--- src/gim_map.svh ---
/*
 Timing counts, field positions and reset values for the init and mode block.
 Assumes a 100 MHz system clock; included by its bare name.
*/
`ifndef GIM_MAP_SVH
`define GIM_MAP_SVH
`define GIM_CLK_PERIOD_NS   10
`define GIM_FAST_SETTLE_NS  500
`define GIM_SLOW_SETTLE_NS  2000
`define GIM_IFC_HOLD_US     100
`define GIM_FAST_SETTLE_CYC ((`GIM_FAST_SETTLE_NS + `GIM_CLK_PERIOD_NS - 1) / `GIM_CLK_PERIOD_NS)
`define GIM_SLOW_SETTLE_CYC ((`GIM_SLOW_SETTLE_NS + `GIM_CLK_PERIOD_NS - 1) / `GIM_CLK_PERIOD_NS)
`define GIM_IFC_HOLD_CYC    ((`GIM_IFC_HOLD_US * 1000 + `GIM_CLK_PERIOD_NS - 1) / `GIM_CLK_PERIOD_NS)
`define GIM_MODE_SPEED_BIT  2
`define GIM_MODE_ROLE_BIT   1
`define GIM_ADDR_MAX        5'h1E
`define GIM_ADDR_RST        5'h00
`define GIM_MODE_RST        8'h02
`endif

--- src/gim_pkg.sv ---
/*
 Types for the init and mode block.
 Assumes gim_map.svh provides the numeric constants.
*/
`default_nettype none
package gim_pkg;
   typedef enum logic [1:0] {GIM_IDLE, GIM_IFC_HOLD} gim_state_e;
   // Wide enough for the full default hold count of a clear pulse
   typedef logic [13:0] gim_cnt_t;
endpackage
`default_nettype wire

--- src/gim_init_mode.sv ---
/*
 Init and mode selection for a bus interface: takes own address and mode
 byte, picks settle time and role, and pulses interface-clear as controller.
 The settle count is only exported; a handshake engine elsewhere uses it.
 Assumes INIT_STB_I is a one-cycle pulse from same-clock host logic, so no
 synchroniser stands on the request inputs, and that an external pull-up
 holds the interface-clear wire high while the enable is high.
*/
// Contract
// - Own address 0 to 30 is accepted and used as the bus address.
// - Speed bit 1 selects fast handshake with about 500 ns settling.
// - Speed bit 0 selects slow handshake with about 2 us settling.
// - Role bit 1 makes the block a plain device, 0 the system controller.
// - Choosing controller at init asserts interface-clear briefly then releases it.
// - Speed bit sits at position 2 and role bit at position 1, so mode 4 is fast controller.
`timescale 1ns/10ps
`default_nettype none
`include "gim_map.svh"
module gim_init_mode
   import gim_pkg::*;
#(
   parameter int IFC_HOLD_CYC = `GIM_IFC_HOLD_CYC
) (
   input  wire logic       CLK_SYS_I,
   input  wire logic       RST_B_I,
   input  wire logic       INIT_STB_I,
   input  wire logic [4:0] INIT_ADDR_I,
   input  wire logic [7:0] INIT_MODE_I,
   output logic            INIT_ERR_O,
   output logic [4:0]      OWN_ADDR_O,
   output logic            FAST_HS_O,
   output logic [7:0]      SETTLE_CYC_O,
   output logic            DEVICE_ROLE_SELECT_O,
   output logic            SYS_CTRL_O,
   output logic            IFC_O,
   output logic            IFC_OE_B_O,
   output logic            BUSY_O
);
   // Settle counts and the reset mode byte, sized to the ports they feed
   localparam logic [7:0] FAST_CYC = 8'(`GIM_FAST_SETTLE_CYC);
   localparam logic [7:0] SLOW_CYC = 8'(`GIM_SLOW_SETTLE_CYC);
   localparam logic [7:0] MODE_RST = `GIM_MODE_RST;

   gim_state_e state;
   gim_cnt_t   ifc_cnt;
   logic       addr_ok;

   assign addr_ok = (INIT_ADDR_I <= `GIM_ADDR_MAX);

   // Address capture and error flag
   always_ff @(posedge CLK_SYS_I) begin
      if (!RST_B_I) begin
         OWN_ADDR_O <= `GIM_ADDR_RST;
         INIT_ERR_O <= 1'b0;
      end else if (INIT_STB_I && state == GIM_IDLE) begin
         INIT_ERR_O <= !addr_ok;
         if (addr_ok) begin
            OWN_ADDR_O <= INIT_ADDR_I;
         end
      end
   end

   // Mode decode: only speed and role bits are kept
   always_ff @(posedge CLK_SYS_I) begin
      if (!RST_B_I) begin
         FAST_HS_O            <= MODE_RST[`GIM_MODE_SPEED_BIT];
         SETTLE_CYC_O         <= MODE_RST[`GIM_MODE_SPEED_BIT] ? FAST_CYC : SLOW_CYC;
         DEVICE_ROLE_SELECT_O <= MODE_RST[`GIM_MODE_ROLE_BIT];
         SYS_CTRL_O           <= !MODE_RST[`GIM_MODE_ROLE_BIT];
      end else if (INIT_STB_I && state == GIM_IDLE && addr_ok) begin
         FAST_HS_O            <= INIT_MODE_I[`GIM_MODE_SPEED_BIT];
         SETTLE_CYC_O         <= INIT_MODE_I[`GIM_MODE_SPEED_BIT] ? FAST_CYC
                                                                  : SLOW_CYC;
         DEVICE_ROLE_SELECT_O <= INIT_MODE_I[`GIM_MODE_ROLE_BIT];
         SYS_CTRL_O           <= !INIT_MODE_I[`GIM_MODE_ROLE_BIT];
      end
   end

   // Interface-clear pulse sequencer
   always_ff @(posedge CLK_SYS_I) begin
      if (!RST_B_I) begin
         state   <= GIM_IDLE;
         ifc_cnt <= '0;
      end else begin
         unique case (state)
            GIM_IDLE: begin
               if (INIT_STB_I && addr_ok && !INIT_MODE_I[`GIM_MODE_ROLE_BIT]) begin
                  state   <= GIM_IFC_HOLD;
                  ifc_cnt <= gim_cnt_t'(IFC_HOLD_CYC - 1);
               end
            end
            GIM_IFC_HOLD: begin
               if (ifc_cnt == '0) begin
                  state <= GIM_IDLE;
               end else begin
                  ifc_cnt <= ifc_cnt - 1'b1;
               end
            end
            default: state <= GIM_IDLE;
         endcase
      end
   end

   // Open-drain interface-clear: low level driven while enable is low
   assign IFC_O      = 1'b0;
   assign IFC_OE_B_O = (state != GIM_IFC_HOLD);
   assign BUSY_O     = (state == GIM_IFC_HOLD);

   // Length of the running clear pulse in cycles, read only by the checks below
   int unsigned hold_len;
   always_ff @(posedge CLK_SYS_I) begin
      if (!RST_B_I || !BUSY_O) begin
         hold_len <= '0;
      end else begin
         hold_len <= hold_len + 32'h0000_0001;
      end
   end
endmodule
`default_nettype wire

--- config.mk ---
export PLATFORM = sky130hd
export DESIGN_NAME = gim_init_mode
export DESIGN_NICKNAME = d
export VERILOG_FILES = /design/src/gim_pkg.sv /design/src/gim_init_mode.sv
export VERILOG_INCLUDE_DIRS = /design/src
export SDC_FILE = /design/constraint.sdc
export NUM_CORES = 1
export LEC_CHECK = 0
export BUFFER_PORTS_ARGS = -buffer_cell sky130_fd_sc_hd__buf_2
export CAP_MARGIN = 20
export CORE_MARGIN = 5
export CORE_UTILIZATION = 25
export CTS_CLUSTER_SIZE = 16
export DETAILED_ROUTE_END_ITERATION = 10
export PLACE_DENSITY_LB_ADDON = 0.1
export SETUP_SLACK_MARGIN = 0.4
export SLEW_MARGIN = 20
export SYNTH_ARGS = -nofsm -noshare
export SYNTH_HDL_FRONTEND = slang
export SYNTH_SLANG_ARGS = --single-unit
--- constraint.sdc ---
create_clock -name CLK_SYS_I -period 2.47 [get_ports CLK_SYS_I]
set_clock_uncertainty 0.15 [all_clocks]
set_input_delay 0.1235 -clock CLK_SYS_I [delete_from_list [all_inputs] [get_ports CLK_SYS_I]]
set_output_delay 0.1235 -clock CLK_SYS_I [all_outputs]
set_load 0.02 [all_outputs]
# Word level (Yosys, flattened, before mapping)
# Index checks and enable logic that the tools add are counted.
op_classes:
  magnitude_cmp: 1
  n_addsub: 1
  eq_ne: 5
  mux: 7
  n_reduce_logical: 12
ops:
  columns: ["op", "count"]
  rows:
  - ["$mux W14", 2]
  - ["$pmux W14 S2", 1]
  - ["$logic_not A14 Y1", 1]
  - ["$sub A14 B1 Y14 const B", 1]
  - ["$mux W8", 1]
  - ["$ne A2 B1 Y1 const B", 3]
  - ["$le A5 B5 Y1 const B", 1]
  - ["$logic_and A1 B1 Y1", 4]
  - ["$mux W2", 2]
  - ["$pmux W2 S2", 1]
  - ["$reduce_and A2 Y1", 2]
  - ["$reduce_and A3 Y1", 1]
  - ["$eq A2 B1 Y1 const B", 1]
  - ["$logic_not A1 Y1", 2]
  - ["$logic_not A2 Y1", 1]
  - ["$ne A2 B2 Y1 const B", 1]
  - ["$reduce_bool A2 Y1", 1]
totals:
  wordCells: 34
  reg_bits: 33
  out_inout_bits: 20
  in_bits: 16

# Logic depth before layout (Yosys ltp)
# Gate-level depths: netlist of the first run.
depth:
  ltp_word: 5
  ltp_mapped: 8
  mapped_depth_nobuf: 6

# Worst setup path before layout of the first run
# Ideal clock, no wire load.
synth_timing:
  path_kind: "reg2reg"
  startpoint: "register ifc_cnt[0]"
  endpoint: "register ifc_cnt[1]"
  path_slack_ns: 0.341
  setup_ns: 0.122
  path_buffers: 2
  synth_period_minus_slack_ns: 2.129
  path_stages_with_launch: 9
  arrival_ns: 1.857
  required_ns: 2.198
  cell_sequence: "dfxtp_1 -> inv_1 -> ha_1 -> or4b_1 -> buf_6 -> and4b_1 -> buf_6 -> nor2_4 -> o311a_1"
synth_between:
  elab_chain_cells: 3
  elab_cells_between_ends: 6
  classes_between: "add/sub: 1; eq/ne: 1; mux: 2; reduce/logical: 2"
synth_lines:
  columns: ["item", "line_no", "source"]
  rows:
  - ["from (decl)", "gim_init_mode.sv:45", "gim_cnt_t ifc_cnt;"]
  - ["from (signal assigned)", "gim_init_mode.sv:89", "ifc_cnt <= gim_cnt_t'(IFC_HOLD_CYC - 1);"]
  - ["from (signal assigned)", "gim_init_mode.sv:96", "ifc_cnt <= ifc_cnt - 1'b1;"]
  - ["$sub A14 B1 Y14 or $logic_not A14 Y1 (tied branches)", "gim_init_mode.sv:96, gim_init_mode.sv:93", null]
  - ["$mux W14 or $ne A2 B2 Y1 (tied branches)", null, null]
  - ["$pmux W14 S2 or $reduce_and A3 Y1 (tied branches)", null, null]
# Parallel ways exist; a longest one is shown, timed or not. The select of a mux whose other input is x is not followed.
# A chain may end at the register's enable or synchronous reset.

# Final worst setup path of the first run
layout_timing:
  startpoint: "register ifc_cnt[1]"
  endpoint: "register ifc_cnt[1]"
# Same word-level chain as after synthesis.

==> flow_summary_export.csv, run 1 <==
group,metric,value,unit
grt,overflow,0,
worst_setup_path,cp_slowest_stage_delay,510,ps
routing,dr.pass1.iters,4,
die,row_count,25,
routing,antenna_left,0,
cells_and_area,multi_input_area,698,µm²
worst_setup_path,cp_num_buf_inv,1,
routing,num_vias,1233,
cells_and_area,mostFrequentLayoutCells,"buf_2, dfxtp_1, a21oi_1",
die,die_h,81.0,µm
place,dp.cells,226,
grt,antenna_found_initial,0,
worst_setup_path,end_kind,"flop",
routing,wl_per_cell,14.4,µm
cells_and_area,drive_above_1_share,32.2,%
place,post-place-ws,225,ps
synthesis,ys_seq_area_share,39.7,%
power_and_ir_drop,vdd_drop_max,0.209,mV
cts,root_buffer,"clkbuf_8",
sta,setup_ws,400,ps
cells_and_area,fill_cells,520,
die,design.core.area,0.00482,mm²
synthesis,async_flop_share,0,%
sta,finalSetupTns,0,ps
cts,cts_tree,"yes",
sta,setup_violations,0,
die,ios,36,
worst_setup_path,path_class,"reg -> reg",
cts,h-tree-depth,1,
grt,grt_pass1_wl,5.55,mm
routing,route.detailed.drc,0,
routing,avgViaCountPerCell,4.99,
grt,grt_pass1_vias,1179,
synthesis,synth.cell_area,0.00126,mm²
power_and_ir_drop,power.total,1060,µW
sta,final-hold-violation-count,0,
worst_setup_path,arrival,2090,ps
place,hpwlAfterDp,2.48,mm
worst_setup_path,critPathTopFamily,"simple AND/OR/NAND/NOR gates",
sta,period_share,83.8,%
cells_and_area,layout.cells.non_filler,247,
cells_and_area,layout_commonest_cell,"buf_2",
cts,clock_sinks,25,
die,die_area,0.00656,mm²
routing,drt_iter0_drc,46,
cells_and_area,n_antenna_cell,0,
hold_path,hp-class,"in -> reg",
synthesis,synth.avg_cell_area,8.81,µm²
run_status,status,"complete, no violations",
routing,wl,3.56,mm
synthesis,synth.distinct_cells,42,
grt,grt_max_degree,16,
synthesis,synthCells,143,
worst_setup_path,critical_path_required,2490,ps
synthesis,synth_edf_count,0,
power_and_ir_drop,power.leakage,0.000632,µW
place,gp_congestion,0.763,
cts,clkTransAtPathRegs,100,ps
cells_and_area,final_nets,198,
sta,rsz0062_at_grt,"true",
worst_setup_path,path_max_fanout,8,
cts,clkLatencyLatePin,270,ps
sta,final-max-slew-violation-count,0,
sta,worst_slew_pin_slew,507,ps
sta,period_needed,2070,ps
synthesis,yosysWarningCount,0,
die,start_util,26.2,%
cells_and_area,seqCellArea,503,µm²
worst_setup_path,start_kind,"flop",
cts,numCtsBuffers,3,
sta,max-slew-margin-rel,66.2,%
cells_and_area,utilization,34.5,%
power_and_ir_drop,p_per_area,641,mW/mm²
cells_and_area,area_growth,31.8,%
cts,cts_buffer_depth,2,
synthesis,synth-seq-cells,25,
worst_setup_path,crit_slowest_cell,"or4b_4",
sta,max_freq,483,MHz
worst_setup_path,crit_chain,"inv_2 -> ha_4 -> or4b_4 -> and4b_4 -> nor2_4 -> o311a_1",
flow_run,cap_violations,0,
place,port_buffers,26,
die,die_w,81.0,µm
grt,grt_usage,10.9,%
synthesis,yosys_most_used_dff,"dfxtp_1",
-- tightest hold or removal path, delay by kind of cell --
family | cells | cell delay [ps]
compound gates | 2 | 260
buf+inv | 1 | 100
-- path summary, 6_finish.rpt --
kind / slack [ps] / to / startpoint / cells after the start
setup reg to reg: 400 / ifc_cnt[1] / ifc_cnt[1] / 6
hold / removal: 100 / ifc_cnt[8] / INIT_MODE_I[1] / 3
hold reg to reg: 310 / OWN_ADDR_O[3] / OWN_ADDR_O[3] / 2
setup / recovery: 400 / ifc_cnt[1] / ifc_cnt[1] / 6
-- cells by family after synthesis --
logic type      share of synthesized area [%]
compound gates                           23.6
simple gates                             25.4
fa+ha+maj                               0.993
buf+inv                                  9.93
other cells                             0.298
flops                                    39.7
-- cells in the mapped netlist (all sizes together), types with 2 or more instances --
cell type  instances  share of area [%]
or3                4                2.0
or4b               4                3.2
nand3              2               0.79
o311a              2                1.6
nand2b             2               0.99
or4                4                2.4
a21oi             17                6.8
dfxtp             25                 40
a211oi             5                3.4
inv                3               0.89
nor3               4                1.6
nor2               9                3.3
clkbuf             4                1.2
nor4               2                1.5
buf               11                7.1
a311oi             4                2.8
nand2             15                4.5
o31ai              2                1.2
o41ai              3                2.1
o21ai              3                1.2
nand4b             3                2.1
-- power breakdown --
part           leakage, µW  switching, µW  internal (µW)  total (µW)
Combinational     0.000404            183            153         336
Clock            0.0000217            142            114         256
Sequential        0.000206           36.1            436         472
Total             0.000632            361            704        1060
-- layer usage --
| layer | track usage, % | up-vias | share of wire [%] |
|---|---|---|---|
| met1 | 14.6 | 613 | 46 |
| met5 | 0 | - | 0 |
| met3 | 2.22 | 2 | 3.0 |
| li1 | - | 607 | - |
| met2 | 17.7 | 11 | 50 |
| met4 | 3.04 | 0 | 0.42 |
-- cell type report --
class | instances | share of cell area [%]
flip-flops and latches | 25 | 30.3
repair buffers | 46 | 18.5
multi-input cells | 101 | 42.0
well taps | 67 | 5.05
inverters | 4 | 1.21
clock inverters | 1 | 0.452
clock buffers | 3 | 2.49
-- registers in the layout, summed over array words and instances, names as in the netlist --
register,flops
DEVICE_ROLE_SELECT_O,1
INIT_ERR_O,1
OWN_ADDR_O,5
SETTLE_CYC_O,2
SYS_CTRL_O,1
ifc_cnt,14
state,1
-- stage by stage --
step	area [µm²]	hold slack, ps
after floorplan	1280	107
after global placement	1420	209
after detailed placement	1420	224
after CTS	1610	82.6
after global routing	1660	129
final	1660	97.9
-- repair_timing --
action | CTS | global route
gates resized for setup | 3 | 8
setup buffers | 7 | 1
hold endpoints to repair | 9 | 0
pin swaps | 1 | 2
hold buffers | 9 | 0
endpoints found under the setup margin | 9 | 10
Power figures use the tool's default switching activity.
==> inputs of run 2 (changes only) <==
==> constraint.sdc (replaced) <==
create_clock -name CLK_SYS_I -period 1.8 [get_ports CLK_SYS_I]
set_clock_uncertainty 0.15 [all_clocks]
set_input_delay 0.09 -clock CLK_SYS_I [delete_from_list [all_inputs] [get_ports CLK_SYS_I]]
set_output_delay 0.09 -clock CLK_SYS_I [all_outputs]
set_load 0.02 [all_outputs]
==> flow_summary_export.csv, run 2 (synthesis gave the netlist of run 1 again) <==
group,metric,value,unit
worst_setup_path,critPathTopFamily,"simple AND/OR/NAND/NOR gates",
cts,cts_buffer_depth,2,
die,row_count,25,
die,ios,36,
routing,wl_met2,1.77,mm
worst_setup_path,crit_slowest_cell,"or4b_4",
sta,period_share,110,%
hold_path,holdPathEnd,"INIT_ERR_O",
place,hpwlAfterDp,2.64,mm
cts,cts_tree,"yes",
hold_path,hp-class,"in -> reg",
hold_path,hold_start,"INIT_STB_I",
sta,final-hold-violation-count,0,
grt,grt_max_degree,15,
die,die_w,81.0,µm
cells_and_area,final_nets,219,
hold_path,whs_path_depth,4,
worst_setup_path,start_kind,"flop",
sta,setup_violations,11,
worst_setup_path,cp_slowest_stage_delay,490,ps
power_and_ir_drop,vdd_drop_max,0.280,mV
routing,dr.pass1.iters,4,
cts,numCtsBuffers,3,
grt,grt_usage,11.2,%
cells_and_area,area_growth,53.8,%
place,dp.cells,247,
sta,final-max-slew-violation-count,0,
sta,worst_slew_pin_slew,536,ps
power_and_ir_drop,power.leakage,0.000774,µW
cells_and_area,n_antenna_cell,0,
worst_setup_path,path_class,"reg -> reg",
worst_setup_path,r2r_cells,7,
run_status,violations,"negative setup slack",
sta,max_freq,507,MHz
place,dpl_cell_area,0.00162,mm²
cts,clkTransAtPathRegs,100,ps
sta,max-slew-margin-rel,63.9,%
place,port_buffers,26,
cells_and_area,largest_reg_flops,14,
cells_and_area,fill_cells,514,
cells_and_area,drive_above_1_share,49.3,%
die,start_util,26.2,%
worst_setup_path,cp-startpoint,"ifc_cnt[1]",
routing,wl_met3,181,µm
cells_and_area,largestRegisters,"ifc_cnt: 14 flops, OWN_ADDR_O: 5 flops, SETTLE_CYC_O: 2 flops",
sta,setup_ws,-172,ps
routing,wl_per_cell,13.9,µm
run_status,status,"complete, but fails checks",
routing,m1WireLength,1.72,mm
sta,period_needed,1970,ps
worst_setup_path,path_max_fanout,5,
grt,grt_pass1_vias,1155,
power_and_ir_drop,p_per_area,812,mW/mm²
worst_setup_path,cp_num_buf_inv,2,
worst_setup_path,end_kind,"flop",
cells_and_area,mostFrequentLayoutCells,"buf_4, buf_2, dfxtp_1",
place,gp_congestion,0.803,
cts,root_buffer,"clkbuf_8",
grt,overflow,0,
routing,avgViaCountPerCell,4.83,
cells_and_area,fin_area,0.00194,mm²
routing,num_vias,1294,
routing,top_layer_used,"met4",
routing,route.detailed.drc,0,
routing,wl,3.72,mm
sta,rsz0062_at_grt,"true",
grt,grt_pass1_wl,5.60,mm
cells_and_area,regMostFlops,"ifc_cnt",
die,design.core.area,0.00482,mm²
cells_and_area,layout.cells.non_filler,268,
routing,drt_iter0_drc,33,
cells_and_area,layout_commonest_cell,"buf_4",
worst_setup_path,crit_chain,"inv_2 -> ha_4 -> or4b_4 -> nand4b_1 -> buf_6 -> a211oi_2 -> a211oi_1",
worst_setup_path,arrival,1960,ps
cts,clock_sinks,25,
routing,antenna_left,0,
cts,clkLatencyLatePin,270,ps
power_and_ir_drop,power.total,1570,µW
worst_setup_path,critical_path_required,1790,ps
worst_setup_path,rr_startpoint,"ifc_cnt[1]",
flow_run,cap_violations,0,
worst_setup_path,r2r_end,"ifc_cnt[0]",
grt,antenna_found_initial,0,
worst_setup_path,reg2reg_slack,-170,ps
die,die_h,81.0,µm
die,die_area,0.00656,mm²
cts,h-tree-depth,1,
-- run 2: cell types whose count changed in the layout (fill, tap and decap cells not counted), sizes merged --
cell / previous run / this run
dlygate4sd3: 9 / 8
clkinv: 1 / 2
buf: 37 / 59
clkinvlp: 1 / 0
-- run 2: timing repair --
action | in CTS | in global routing
gates resized for setup | 9 | 23
pin swaps | 10 | 17
hold buffers | 8 | 0
endpoints found under the hold margin | 12 | 0
buffers inserted | 3 | 6
endpoints found under the setup margin | 19 | 24
-- run 2: how the worst max path moves through the flow --
stage | end | slack, ps | depth (start not counted)
finish | ifc_cnt[0] | -170 | 7
global route | ifc_cnt[2] | -250 | 7
CTS | ifc_cnt[2] | -170 | 6
detailed placement | ifc_cnt[2] | -220 | 6
global placement | ifc_cnt[2] | -180 | 6
floorplan | ifc_cnt[1] | -250 | 8
-- run 2: stage by stage --
step                utilization [%]  setup slack, ps  hold slack, ps  TNS (ps)
floorplan                         -             -254            73.2     -1510
global placement               33.6             -184             176     -1120
detailed placement             33.6             -224             193     -1440
CTS                            36.9             -175            4.33     -1520
global route                   40.2             -252            3.50     -2230
finish                         40.2             -172            18.2     -1370
-- run 2: cell type report --
class	count	area, µm²	share of cell area (%)
flip-flops and latches	25	518	26.7
well taps	67	83.8	4.33
repair buffers	67	489	25.2
clock inverters	1	5.00	0.258
multi-input cells	101	781	40.3
inverters	4	20.0	1.03
clock buffers	3	41.3	2.13
-- run 2: report_power, final --
part | internal [µW] | switching (µW) | leakage [µW]
registers | 598 | 36.5 | 0.000209
logic | 297 | 298 | 0.000539
clock network | 155 | 189 | 0.0000255
-- run 2: worst register-to-register path, cell delays in order (launching register included) --
cell and delay [ps]:
dfxtp_2 330, inv_2 60, ha_4 120, or4b_4 490, nand4b_1 240, buf_6 180
a211oi_2 200, a211oi_1 70
-- run 2: metal layers --
layer | vias up | GRT usage [%]
met4 | 0 | 5.24
met2 | 23 | 16.8
met1 | 617 | 14.8
li1 | 649 | -
met5 | - | 0
met3 | 5 | 2.99
